==> src/common/panel_timing_pkg.sv <==
// Constants for the RGB panel timing controller
//
// Contract
// - Line sync active low, idle high
// - Frame sync active low, idle high
// - Data enable marks valid pixels, else low
// - Pixel clock at most 15 MHz
// - Exactly 480 active pixels per line
// - Exactly 272 active lines per frame
// - Line period at most 605 clocks
// - Line sync, porches within documented clock bounds
// - Frame period 285 to 399 lines
// - Frame sync, porches within documented line bounds
// - Sync mode: sync plus porch 12/43
// - Data-enable mode locates pixels by enable
`default_nettype none

package panel_timing_pkg;

    // ========================================================
    // Clock rates
    localparam int SYS_CLK_HZ       = 100_000_000;
    localparam int PIX_CLK_MAX_HZ   = 15_000_000;
    // Divide by 10 gives 10 MHz, near the 9 MHz typical
    localparam int PIX_DIV          = 10;
    localparam int PIX_HALF         = PIX_DIV / 2;
    localparam int PIX_CLK_HZ       = SYS_CLK_HZ / PIX_DIV;

    // ========================================================
    // Pixel format
    localparam int COLOR_W          = 8;
    localparam int PIXEL_W          = 3 * COLOR_W;

    // ========================================================
    // Horizontal timing, pixel clocks
    localparam int H_ACTIVE         = 480;
    localparam int H_SYNC           = 41;
    localparam int H_BACK           = 2;
    localparam int H_FRONT          = 2;
    localparam int H_TOTAL          = H_SYNC + H_BACK + H_ACTIVE + H_FRONT;
    localparam int H_TOTAL_MAX      = 605;

    // ========================================================
    // Vertical timing, lines
    localparam int V_ACTIVE         = 272;
    localparam int V_SYNC           = 10;
    localparam int V_BACK           = 2;
    localparam int V_FRONT          = 2;
    localparam int V_TOTAL          = V_SYNC + V_BACK + V_ACTIVE + V_FRONT;

    // ========================================================
    // Counter widths and reset values
    localparam int CNT_W            = 10;
    localparam logic [CNT_W-1:0] CNT_RST = 10'h000;
    localparam logic [PIXEL_W-1:0] PIXEL_RST = 24'h00_0000;

    // ========================================================
    // Interface modes
    typedef enum logic [1:0] {
        MODE_SYNC = 2'b00,
        MODE_DE   = 2'b01,
        MODE_BOTH = 2'b11
    } mode_t;

endpackage : panel_timing_pkg

`default_nettype wire

==> src/verilog/pix_clk_gen.sv <==
// Pixel clock divider with rising and falling strobes
`default_nettype none

module pix_clk_gen
    import panel_timing_pkg::*;
(
    // Clock and reset
    input  wire logic clk,
    input  wire logic rst,
    // Divided clock and strobes
    output var  logic pclk_reg,
    output var  logic rise_reg,
    output var  logic fall_reg
);

    logic [CNT_W-1:0] div_reg;

    // ========================================================
    // Divider
    always_ff @(posedge clk) begin
        if (rst) begin
            div_reg  <= CNT_RST;
            pclk_reg <= 1'b0;
            rise_reg <= 1'b0;
            fall_reg <= 1'b0;
        end else begin
            rise_reg <= 1'b0;
            fall_reg <= 1'b0;
            if (div_reg == CNT_W'(PIX_HALF - 1)) begin
                div_reg  <= CNT_RST;
                pclk_reg <= ~pclk_reg;
                rise_reg <= ~pclk_reg;
                fall_reg <= pclk_reg;
            end else begin
                div_reg <= div_reg + CNT_W'(1);
            end
        end
    end

endmodule : pix_clk_gen

`default_nettype wire

==> src/verilog/raster_counter.sv <==
// Horizontal and vertical position counters
`default_nettype none

module raster_counter
    import panel_timing_pkg::*;
(
    // Clock and reset
    input  wire logic             clk,
    input  wire logic             rst,
    // Advance by one pixel clock
    input  wire logic             step,
    input  wire logic             run,
    // Position
    output var  logic [CNT_W-1:0] hpos_reg,
    output var  logic [CNT_W-1:0] vpos_reg
);

    // ========================================================
    // Counters
    // line period
    always_ff @(posedge clk) begin
        if (rst || !run) begin
            hpos_reg <= CNT_RST;
        end else if (step) begin
            if (hpos_reg == CNT_W'(H_TOTAL - 1)) begin
                hpos_reg <= CNT_RST;
            end else begin
                hpos_reg <= hpos_reg + CNT_W'(1);
            end
        end
    end

    always_ff @(posedge clk) begin
        if (rst || !run) begin
            vpos_reg <= CNT_RST;
        end else if (step && hpos_reg == CNT_W'(H_TOTAL - 1)) begin
            if (vpos_reg == CNT_W'(V_TOTAL - 1)) begin
                vpos_reg <= CNT_RST;
            end else begin
                vpos_reg <= vpos_reg + CNT_W'(1);
            end
        end
    end

endmodule : raster_counter

`default_nettype wire

==> src/verilog/rgb_panel_driver.sv <==
// Host timing controller driving a parallel RGB panel
`default_nettype none

module rgb_panel_driver
    import panel_timing_pkg::*;
(
    // Clock and reset
    input  wire logic                     clk,
    input  wire logic                     rst,
    // User control
    input  wire logic                     enable,
    input  wire panel_timing_pkg::mode_t  mode,
    // Pixel source
    input  wire logic [COLOR_W-1:0]       src_red,
    input  wire logic [COLOR_W-1:0]       src_green,
    input  wire logic [COLOR_W-1:0]       src_blue,
    output var  logic                     src_req,
    output var  logic [CNT_W-1:0]         src_x,
    output var  logic [CNT_W-1:0]         src_y,
    // Panel pins
    output var  logic                     pixel_sample_clock,
    output var  logic                     display_on_control,
    output var  logic                     line_sync_n,
    output var  logic                     frame_sync_n,
    output var  logic                     data_enable_qualifier,
    output var  logic [COLOR_W-1:0]       red_bits,
    output var  logic [COLOR_W-1:0]       green_bits,
    output var  logic [COLOR_W-1:0]       blue_bits,
    // Status
    output var  logic                     frame_start
);

    typedef enum logic [1:0] {
        ST_OFF  = 2'b00,
        ST_RUN  = 2'b01,
        ST_STOP = 2'b11
    } state_t;

    state_t           state_reg;
    logic             pclk;
    logic             fall;
    logic [CNT_W-1:0] hpos;
    logic [CNT_W-1:0] vpos;
    logic             run;
    logic             h_act;
    logic             v_act;
    logic             use_sync;
    logic             use_de;

    // ========================================================
    // Pixel clock, 10 MHz keeps below the 15 MHz ceiling
    // clock limit
    pix_clk_gen u_clk (
        .clk      (clk),
        .rst      (rst),
        .pclk_reg (pclk),
        .rise_reg (),
        .fall_reg (fall)
    );

    // Counters step on the falling strobe so sync and enable pins settle 4 system
    // clocks, colour pins 2, before the panel's rising sample
    raster_counter u_cnt (
        .clk      (clk),
        .rst      (rst),
        .step     (fall),
        .run      (run),
        .hpos_reg (hpos),
        .vpos_reg (vpos)
    );

    // ========================================================
    // Control state
    assign run = (state_reg == ST_RUN);

    always_ff @(posedge clk) begin
        if (rst) begin
            state_reg <= ST_OFF;
        end else begin
            case (state_reg)
                ST_OFF: begin
                    // Start on a falling strobe so the first pixel
                    // spans a full clock and line one keeps 41+2
                    if (enable && fall) begin
                        state_reg <= ST_RUN;
                    end
                end
                ST_RUN: begin
                    // Stop only at frame end so no partial frame shows
                    if (!enable && fall
                        && hpos == CNT_W'(H_TOTAL - 1)
                        && vpos == CNT_W'(V_TOTAL - 1)) begin
                        state_reg <= ST_STOP;
                    end
                end
                ST_STOP: begin
                    state_reg <= ST_OFF;
                end
                default: begin
                    state_reg <= ST_OFF;
                end
            endcase
        end
    end

    // ========================================================
    // Mode decode
    // mode selection
    assign use_sync = (mode != MODE_DE);
    assign use_de   = (mode != MODE_SYNC);

    assign h_act = (hpos >= CNT_W'(H_SYNC + H_BACK))
                && (hpos <  CNT_W'(H_SYNC + H_BACK + H_ACTIVE));
    assign v_act = (vpos >= CNT_W'(V_SYNC + V_BACK))
                && (vpos <  CNT_W'(V_SYNC + V_BACK + V_ACTIVE));

    // ========================================================
    // Pin outputs
    always_ff @(posedge clk) begin
        if (rst) begin
            pixel_sample_clock <= 1'b0;
        end else begin
            pixel_sample_clock <= pclk;
        end
    end

    always_ff @(posedge clk) begin
        if (rst) begin
            display_on_control <= 1'b0;
        end else begin
            display_on_control <= run;
        end
    end

    always_ff @(posedge clk) begin
        if (rst) begin
            line_sync_n  <= 1'b1;
            frame_sync_n <= 1'b1;
        end else begin
            line_sync_n  <= !(run && use_sync && hpos < CNT_W'(H_SYNC));
            frame_sync_n <= !(run && use_sync && vpos < CNT_W'(V_SYNC));
        end
    end

    always_ff @(posedge clk) begin
        if (rst) begin
            data_enable_qualifier <= 1'b0;
        end else begin
            data_enable_qualifier <= run && use_de && h_act && v_act;
        end
    end

    always_ff @(posedge clk) begin
        if (rst) begin
            red_bits   <= PIXEL_RST[3*COLOR_W-1:2*COLOR_W];
            green_bits <= PIXEL_RST[2*COLOR_W-1:COLOR_W];
            blue_bits  <= PIXEL_RST[COLOR_W-1:0];
        end else if (!(run && h_act && v_act)) begin
            red_bits   <= PIXEL_RST[3*COLOR_W-1:2*COLOR_W];
            green_bits <= PIXEL_RST[2*COLOR_W-1:COLOR_W];
            blue_bits  <= PIXEL_RST[COLOR_W-1:0];
        end else begin
            red_bits   <= src_red;
            green_bits <= src_green;
            blue_bits  <= src_blue;
        end
    end

    // ========================================================
    // Pixel source request, sampled one system cycle later
    always_ff @(posedge clk) begin
        if (rst) begin
            src_req <= 1'b0;
            src_x   <= CNT_RST;
            src_y   <= CNT_RST;
        end else begin
            src_req <= fall && run && h_act && v_act;
            src_x   <= hpos - CNT_W'(H_SYNC + H_BACK);
            src_y   <= vpos - CNT_W'(V_SYNC + V_BACK);
        end
    end

    always_ff @(posedge clk) begin
        if (rst) begin
            frame_start <= 1'b0;
        end else begin
            frame_start <= run && fall && hpos == CNT_RST
                        && vpos == CNT_RST;
        end
    end

endmodule : rgb_panel_driver

`default_nettype wire

==> config.mk <==
export PLATFORM = sky130hd
export DESIGN_NAME = rgb_panel_driver
export DESIGN_NICKNAME = d
export VERILOG_FILES = /design/src/common/panel_timing_pkg.sv /design/src/verilog/pix_clk_gen.sv /design/src/verilog/raster_counter.sv /design/src/verilog/rgb_panel_driver.sv
export SDC_FILE = /design/constraint.sdc
export NUM_CORES = 1
export LEC_CHECK = 0
export ABC_AREA = 0
export CORE_ASPECT_RATIO = 2
export CORE_MARGIN = 2
export CORE_UTILIZATION = 60
export DETAILED_ROUTE_END_ITERATION = 6
export DONT_BUFFER_PORTS = 1
export PLACE_DENSITY = 0.72
export RECOVER_POWER = 100
export SYNTH_ARGS = -nofsm -noshare
export SYNTH_HDL_FRONTEND = slang
export SYNTH_SLANG_ARGS = --single-unit
==> constraint.sdc <==
create_clock -name clk -period 4.6 [get_ports clk]
set_input_delay 0.46 -clock clk [delete_from_list [all_inputs] [get_ports clk]]
set_output_delay 0.46 -clock clk [all_outputs]
set_load 0.005 [all_outputs]
# Yosys cells after proc, flatten, opt, wreduce, memory -nomap -nowiden
# Index checks and enable logic that the tools add are counted.
# word_totals
regBits,85
in_bits,29
out_inout_bits,51
wordCells,77
# classes
addsub,5
magnitude_cmp,6
eq_ne,7
mux,5
bitwise_logic,3
n_reduce_logical,33
# ops
cell,n
$add 10x1->10 const B,3
$logic_and 1x1->1,20
$logic_not 10->1,2
$mux 10,2
$eq 10x10->1 const B,1
$eq 10x3->1 const B,1
$eq 10x9->1 const B,1
$ge 10x4->1 const B,1
$ge 10x6->1 const B,1
$lt 10x10->1 const B,1
$lt 10x4->1 const B,1
$lt 10x6->1 const B,1
$lt 10x9->1 const B,1
$sub 10x4->10 const B,1
$sub 10x6->10 const B,1
$reduce_or 2->1,3
$logic_not 1->1,4
$mux 2,2
$ne 2x1->1 const B,2
$pmux 2 s2,1
$not 1->1,3
$eq 2x1->1 const B,1
$logic_not 2->1,1
$ne 2x2->1 const B,1
3 further kinds,3

# Logic depth before layout (Yosys ltp)
# Gate-level depths: netlist of the first run.
# logic_depth
ltp_word,6
depth_mapped,8

# Hierarchy
# From an unflattened synthesis of the first run, not the netlist that was laid out.
# unflattened
hier_cells,355
hier_area_um2,3542.1
# by_module_without_submodules
mod,instances,cells_per_inst,area_per_inst_um2,seq_area_each_um2
rgb_panel_driver,1,184,2000.7,1061.0
raster_counter,1,109,991.0,400.4
pix_clk_gen,1,62,550.5,260.2

# Least setup slack after synthesis of the first run
# No wires, ideal clock.
# synth_timing
kind,reg-to-reg
startpoint,register u_cnt.hpos_reg[0]
endpoint,register u_cnt.vpos_reg[5]
setup_ns,0.075
arrival_ns,2.233
setup_slack_ns,2.292
path_stages_with_launch,9
n_path_buf,2
cell_sequence,dfxtp_1 clkbuf_1 inv_1 ha_1 or3b_1 or3_1 buf_2 or4_1 a21oi_1
# synth_between
elab_chain_len,2
# synth_lines
item,line_no,text
from (decl),raster_counter.sv:14,"output var logic [CNT_W-1:0] hpos_reg,"
from (signal assigned),raster_counter.sv:28,hpos_reg <= hpos_reg + CNT_W'(1);
$eq 10x10->1,raster_counter.sv:36,end else if (step && hpos_reg == CNT_W'(H_TOTAL - 1)) begin
$logic_and 1x1->1,raster_counter.sv:36,
to (signal assigned),raster_counter.sv:40,vpos_reg <= vpos_reg + CNT_W'(1);
to (decl),raster_counter.sv:15,output var logic [CNT_W-1:0] vpos_reg
# Every way passes these cells.
# A chain may end at the register's enable or synchronous reset.

# Final worst setup path of the first run
# layout_timing
startpoint,register u_cnt.hpos_reg[0]
endpoint,register u_cnt.vpos_reg[3]
# Same word-level chain as after synthesis.

==> results_dict.tcl, run 1 <==
set metrics [dict create \
    drc 0 \
    drt_wl_total_mm 6.15 \
    async_reset_ff_share_pct 0 \
    status "complete, no violations" \
    grtUsageMet2_pct 36.7 \
    hold_viol_final 0 \
    ant_nets 0 \
    rsz0062_at_grt "false" \
    clk_latency_ns 0.36 \
    gp_congestion 0.912 \
    overflow 0 \
    synth_edf_count 0 \
    core_um2 5370 \
    grt_pass1_wl_mm 9.93 \
    yosysUniqueCellTypes 42 \
    h-tree-depth 3 \
    first_pass_iters 4 \
    p_per_area_nw_per_um2 381 \
    n_antenna_cell 0 \
    synthesis.area_um2 3280 \
    grt_usage_pct 21.3 \
    crit_start "u_cnt.hpos_reg[0]" \
    synth_top_cell_by_area "dfxtp_1" \
    cts.sink_count 85 \
    tightestPinTransition_ns 1.27 \
    drt_iter0_drc 81 \
    maxSlewViolCount 0 \
    crit_path_end_kind "flop" \
    gr-usage-met3_pct 7.89 \
    die_x_um 56.3 \
    worstHoldStart "rst" \
    critical-path-top-delay-family "simple AND/OR/NAND/NOR gates" \
    grt_busiest_layer "met2" \
    slowest_delay_ns 1.05 \
    dpl-instance-area_um2 3260 \
    io_buffers 0 \
    ff2ff_setup_slack_ns 1.63 \
    fmax_mhz 337 \
    r2r-end "u_cnt.vpos_reg[3]" \
    die_area_um2 6110 \
    setup_tns_ns 0 \
    antenna_found_initial 0 \
    r2r_start "u_cnt.hpos_reg[0]" \
    synth_seq_cells 85 \
    netlist_top_cells_area "dfxtp_1 52%, and3_1 5.7%, nor2_1 5.0%" \
    met1_usage_pct 21.8 \
    crit_chain "inv_1 -> ha_1 -> or3b_1 -> or3_1 -> o21ai_0 -> nor2_1" \
    root_buffer "clkbuf_8" \
    fin_nets 371 \
    syn_inst 344 \
    cap_violations 0 \
    min_to "src_y[0]" \
    syn_nets 383 \
    clk_pin_slew_ns 0.08 \
    clk_path_buf_depth 2 \
    initial_core_util_pct 61.1 \
    cts_setup_buffers 0 \
    via_per_inst 5.79 \
    drive_above_1_share_pct 6.53 \
    die_y_um 109 \
    fin_crit_ns 2.97 \
    synth.top_cell.area_share_pct 51.8 \
    post_cts_resized 0 \
    rr_worst_depth 6 \
    cts_buffers 9 \
    hp-class "primary input to flop" \
    ios 80 \
    yosysSeqAreaShare_pct 51.8 \
    ys.flop_type "dfxtp_1" \
    rows 38 \
    cp_num_buf_inv 1 \
    yosysWarnings 0 \
    path_class "flop to flop" \
    syn_area_per_cell_um2 9.54 \
    hpwl_mm 4.30 \
    worstPathMaxFanout 11 \
    max-slew-margin-rel_pct 14.5 \
    grt_pass1_vias 2085 \
    area_growth_syn_to_layout_pct 5.95 \
    vias 2299 \
    slowest_stage "o21ai_0" \
    wl_per_cell_um 15.5 \
    start_kind "flop" \
    grt_max_degree 28 \
    cts_hold_buf 0 \
    final_area_um2 3480 \
    p_leak_nw 1.40 \
    synthTopCellsByCount "85 x dfxtp_1, 44 x nor2_1, 30 x and3_1" \
    vdd_drop_max_v 0.000307 \
    critPathRequiredTime_ns 4.80 \
    min_path_cells 1 \
    timing.final.crit_share_pct 64.5 \
    finalSetupViolCount 0 \
    cts_tree "built" \
    arrival_ns 3.16 \
    finalClockSkew_ns 0.0104 \
    synth_most_common_cell "dfxtp_1" \
]
## how the worst max path moves through the flow
stage | endpoint | slack, ns | cells past startpoint
after CTS | u_cnt.vpos_reg[3] | 2.00 | 6
after global routing | u_cnt.vpos_reg[4] | 1.41 | 6
after floorplan | u_cnt.vpos_reg[5] | 2.29 | 8
after global placement | u_cnt.vpos_reg[6] | 2.11 | 6
final | u_cnt.vpos_reg[3] | 1.63 | 6
after detailed placement | u_cnt.vpos_reg[0] | 2.04 | 6
## kinds of logic (layout without fill, tap and decap cells)
kind of cell | Yosys count | count (layout) | share of synthesized area [%]
AND/OR/NAND/NOR | 149 | 149 | 24.5
adder cells (fa/ha/maj) | 10 | 10 | 3.81
buffers and inverters | 34 | 27 | 4.16
multiplexers | 4 | 4 | 1.30
XOR/XNOR | 32 | 32 | 8.54
AO/OA/AOI/OAI | 30 | 30 | 5.83
flip-flops | 85 | 85 | 51.8
## metrics by stage
stage / power [W] / instances / hold WS (ns) / setup slack, ns / util [%]
2_1_floorplan: 0.000784 / 344 / 0.402 / 2.29 / -
3_3_place_gp: 0.000786 / 381 / 0.405 / 2.11 / 60.7
3_5_place_dp: 0.000787 / 381 / 0.422 / 2.04 / 60.7
4_1_cts: 0.00134 / 397 / 0.143 / 2.00 / 64.7
5_1_grt: 0.00138 / 397 / 0.138 / 1.41 / 64.7
6_report: 0.00133 / 397 / 0.164 / 1.63 / 64.7
## layout by cell type, fill, tap and decap left out, drive strengths merged, types with 9 or more instances in the layout
cell     n
nor2    44
a21oi   11
dfxtp   85
xor2    15
ha      10
inv     11
nand2   13
xnor2   17
and3    30
or4      9
clkbuf  10
nand4   11
## area by class of cell
class	count	area, um^2
sequential	85	1700
inverter	11	41.3
clock inverter	6	87.6
clock buffer	10	128
fill	446	1900
multi-input combinational	225	1440
tap	60	75.1
## power by group
part / internal [W] / switching [W] / total (W)
sequential: 0.000745 / 0.00000715 / 0.000753
clock: 0.000304 / 0.000252 / 0.000556
combinational: 0.00000746 / 0.00000854 / 0.0000160
total: 0.00106 / 0.000268 / 0.00133
## layer usage
| metal | up-vias | part of all wire, % |
|---|---|---|
| li1 | 1142 | - |
| met1 | 1059 | 38 |
| met2 | 82 | 52 |
| met3 | 16 | 6.8 |
| met4 | 0 | 2.7 |
| met5 | - | 0 |
(Power assumes the default switching activity.)
==> run 2, diff against run 1 <==
Clock period 4.6 ns to 2.85 ns, I/O delays scaled along.
==> run 2 against run 1 <==
Net effect:
- flip-flop and latch count stayed put
- core utilization rose by 0.70 points
- maximum frequency rose by 21%
- total power rose by 64%
- non-clock buffer count increased by 5
- critical path type unchanged
- critical endpoint is now u_cnt.vpos_reg[5]
==> results_dict.tcl, run 2 (same netlist as run 1, synthesis figures left out) <==
set metrics [dict create \
    die_y_um 109 \
    cts_setup_buffers 0 \
    drt_wl_total_mm 6.25 \
    arrival_ns 2.73 \
    grt_max_degree 27 \
    crit_path_end_kind "flop" \
    rows 38 \
    gp_congestion 0.913 \
    grt_usage_pct 22.0 \
    status "complete, no violations" \
    ant_nets 0 \
    setup_tns_ns 0 \
    hpwl_mm 4.47 \
    cap_violations 0 \
    fin_crit_ns 2.45 \
    rr_worst_depth 6 \
    layoutNonFillerInstCount 402 \
    rsz0062_at_grt "false" \
    io_buffers 0 \
    mostFrequentLayoutCells "85 x dfxtp_1, 44 x nor2_1, 30 x and3_1" \
    drt_iter0_drc 72 \
    cts_tree "built" \
    initial_core_util_pct 61.1 \
    clk_latency_ns 0.36 \
    p_leak_nw 1.43 \
    antenna_found_initial 0 \
    drive_above_1_share_pct 6.73 \
    wl_per_cell_um 15.5 \
    r2r-end "u_cnt.vpos_reg[5]" \
    root_buffer "clkbuf_8" \
    crit_path_end "u_cnt.vpos_reg[5]" \
    max-slew-margin-rel_pct 47.1 \
    core_um2 5370 \
    die_x_um 56.3 \
    grt_pass1_wl_mm 10.3 \
    critPathRequiredTime_ns 3.14 \
    die_area_um2 6110 \
    cts_buffers 9 \
    fmax_mhz 409 \
    final_common_cell "dfxtp_1" \
    hp-class "primary input to flop" \
    fin_nets 376 \
    crit_start "u_cnt.hpos_reg[0]" \
    maxSlewViolCount 0 \
    via_per_inst 5.76 \
    final_area_um2 3510 \
    r2r_start "u_cnt.hpos_reg[0]" \
    path_class "flop to flop" \
    n_antenna_cell 0 \
    hold_viol_final 0 \
    dpl-instance-area_um2 3290 \
    vdd_drop_max_v 0.000480 \
    clk_pin_slew_ns 0.08 \
    area_growth_syn_to_layout_pct 7.09 \
    tightestPinTransition_ns 0.791 \
    vias 2314 \
    cts.sink_count 85 \
    ios 80 \
    grt_pass1_vias 2254 \
    finalClockSkew_ns 0.00931 \
    ff2ff_setup_slack_ns 0.40 \
    clk_path_buf_depth 2 \
    p_per_area_nw_per_um2 619 \
    h-tree-depth 3 \
    first_pass_iters 4 \
    drc 0 \
    finalSetupViolCount 0 \
    fin_util_pct 65.4 \
    overflow 0 \
    start_kind "flop" \
    dp.cells 385 \
    worstPathMaxFanout 11 \
    timing.final.crit_share_pct 85.8 \
    total_power_w 0.00217 \
]
## run 2: timing repair
| item | CTS | global route |
|---|---|---|
| hold buffers | 1 | 0 |
| gates resized for setup | 0 | 0 |
| endpoints found under the hold margin | 20 | 0 |
## run 2: report_power, final
| part | switching, W | internal [W] | leakage [nW] | total [W] |
|---|---|---|---|---|
| Clock | 0.000410 | 0.000518 | 0.106 | 0.000928 |
| Combinational | 0.0000185 | 0.0000130 | 0.636 | 0.0000315 |
| Sequential | 0.0000113 | 0.00120 | 0.690 | 0.00121 |
## run 2: how the worst min path moves through the flow
stage | startpoint | to | slack [ns] | cells past startpoint
final | rst | src_y[4] | 0.03 | 1
after CTS | rst | src_y[4] | 0.01 | 1
after global placement | rst | src_y[2] | 0.36 | 1
after floorplan | state_reg[1] | state_reg[0] | 0.40 | 1
after global routing | rst | src_y[4] | 0.01 | 1
after detailed placement | rst | src_y[1] | 0.36 | 1
## run 2: per-layer routing
metal  vias to the layer above  share of wire (%)  wire [um]  GRT usage (%)
met5                         -                  0          0              0
met4                         0                2.2        136           11.9
met3                        10                7.9        494           8.13
met2                        95                 54       3380           38.8
met1                      1058                 36       2230           22.0
li1                       1151                  -          -              -
## run 2: metrics by stage
| step | setup slack, ns | hold WS [ns] |
|---|---|---|
| 2_1_floorplan | 0.542 | 0.402 |
| 3_3_place_gp | 0.547 | 0.357 |
| 3_5_place_dp | 0.445 | 0.360 |
| 4_1_cts | 0.402 | 0.0116 |
| 5_1_grt | 0.265 | 0.0105 |
| 6_report | 0.404 | 0.0274 |
## run 2: final cells by class
type,count,area (um^2)
fillers,438,1860
multi-input cells,225,1440
clock buffers,11,141
well taps,60,75.1
repair buffers,5,36.3
inverters,11,41.3
clock inverters,5,83.8
flip-flops and latches,85,1700
## run 2: critical path: stages, from the launching register on
cell	delay, ns
dfxtp_1	0.40
inv_1	0.09
ha_1	0.15
or3b_1	0.43
or3_1	0.56
or4_1	0.58
a21oi_1	0.16
==> run 3, diff against run 2 <==
Settings changed: REMOVE_ABC_BUFFERS set to 1.
==> run 3 against run 2 <==
Net effect:
- maximum frequency down 0.85%
- register-to-register slack worse by 0.02 ns
- combinational power down 2%
- core utilization up 0.56 points
- global-route usage up 0.38 points
- cell area up 0.85%
- total power up 5.5%
- critical path type unchanged
- largest power group unchanged
==> results_dict.tcl, run 3 (same netlist as run 1, synthesis figures left out) <==
set metrics [dict create \
    fmax_mhz 405 \
    met1_usage_pct 22.4 \
    grt_max_degree 27 \
    vdd_drop_max_v 0.000530 \
    tightestPinTransition_ns 0.859 \
    max-slew-margin-rel_pct 42.5 \
    crit_chain "inv_1 -> ha_1 -> or3b_1 -> or3_1 -> o21ai_0 -> buf_4 -> a21oi_1" \
    critPathRequiredTime_ns 3.09 \
    hold_ws_ns 0.0708 \
    clk_path_buf_depth 2 \
    initial_core_util_pct 61.1 \
    rows 38 \
    grtUsageMet2_pct 39.5 \
    slowest_delay_ns 0.56 \
    via_per_inst 5.74 \
    grt_busiest_layer "met2" \
    min_path_cells 1 \
    cap_violations 0 \
    finalSetupViolCount 0 \
    overflow 0 \
    grt_pass1_wl_mm 10.4 \
    gp_congestion 0.843 \
    core_um2 5370 \
    rr_worst_depth 7 \
    status "complete, no violations" \
    first_pass_iters 4 \
    hpwl_mm 4.42 \
    path_class "flop to flop" \
    root_buffer "clkbuf_8" \
    fin_nets 376 \
    drt_wl_total_mm 6.39 \
    h-tree-depth 3 \
    wl_per_cell_um 15.9 \
    drt_iter0_drc 83 \
    io_buffers 0 \
    timing.final.crit_share_pct 86.6 \
    start_kind "flop" \
    cts_buffers 9 \
    crit_path_end_kind "flop" \
    drc 0 \
    p_per_area_nw_per_um2 647 \
    p_leak_nw 1.45 \
    grt_usage_pct 22.4 \
    drive_above_1_share_pct 6.43 \
    rsz0062_at_grt "false" \
    hp-class "primary input to flop" \
    cts.sink_count 85 \
    ant_nets 0 \
    n_antenna_cell 0 \
    finalClockSkew_ns 0.00652 \
    die_area_um2 6110 \
    grt_pass1_vias 2228 \
    slowest_stage "or3_1" \
    hold_viol_final 0 \
    maxSlewViolCount 0 \
    fin_crit_ns 2.47 \
    arrival_ns 2.70 \
    ios 80 \
    post_cts_resized 0 \
    mostFrequentLayoutCells "85 x dfxtp_1, 44 x nor2_1, 30 x and3_1" \
    setup_tns_ns 0 \
    gr-usage-met3_pct 8.97 \
    area_growth_syn_to_layout_pct 8.01 \
    final_common_cell "dfxtp_1" \
    die_y_um 109 \
    worstPathMaxFanout 11 \
    antenna_found_initial 0 \
    die_x_um 56.3 \
    clk_pin_slew_ns 0.08 \
    cts_tree "built" \
    fillCellCount 447 \
    fin_util_pct 66.0 \
    clk_latency_ns 0.35 \
    vias 2309 \
]
run 3: cell count changes in the layout (fill, tap and decap cells not counted), sizes merged:
| cell | delta |
|---|---|
| buf | -1 |
| bufinv | +1 |
| clkbuf | +3 |
| clkinv | -1 |
| clkinvlp | -2 |
run 3: power by group:
part           switching (W)  internal, W
Clock               0.000393     0.000654
Combinational      0.0000180    0.0000128
Sequential         0.0000117      0.00120
run 3: layer usage:
metal | routed length (um) | vias up
li1 | - | 1146
met1 | 2350 | 1059
met3 | 439 | 11
met5 | 0 | -
met4 | 110 | 0
met2 | 3490 | 93
run 3: final cells by class:
type	count	area, um^2	share of cell area [%]
tap	60	75.1	2.12
sequential	85	1700	48.0
multi-input combinational	225	1440	40.5
clock buffer	13	169	4.77
clock inverter	3	90.1	2.54
timing repair buffer	5	32.5	0.918
inverter	11	41.3	1.16
run 3: timing repair:
item / 4_1_cts / 5_1_grt
endpoints found under the hold margin: 21 / 0
hold buffers: 1 / 0
setup buffers: 0 / 0
setup endpoints to repair: 0 / 0
run 3: worst max-delay path, delay by kind of cell (launching register included):
family,cells,cell delay [ns]
AND/OR/NAND/NOR,2,0.99
AO/OA/AOI/OAI,2,0.47
flip-flops,1,0.40
buffers and inverters,2,0.33
adder cells (fa/ha/maj),1,0.15
run 3: worst paths after layout:
check / startpoint / end / slack, ns
max: u_cnt.hpos_reg[0] / u_cnt.vpos_reg[5] / 0.38
min: src_red[6] / red_bits[6] / 0.07
max reg2reg: u_cnt.hpos_reg[0] / u_cnt.vpos_reg[5] / 0.38
min reg2reg: state_reg[1] / state_reg[0] / 0.43
run 3: stage by stage:
stage	worst slack [ns]	area, um^2	total power, W	cells
final	0.383	3540	0.00229	402
after global routing	0.157	3540	0.00237	402
after CTS	0.430	3560	0.00232	402
after detailed placement	0.454	3290	0.00127	385
after global placement	0.541	3290	0.00127	385
after floorplan	0.643	3190	0.00126	321
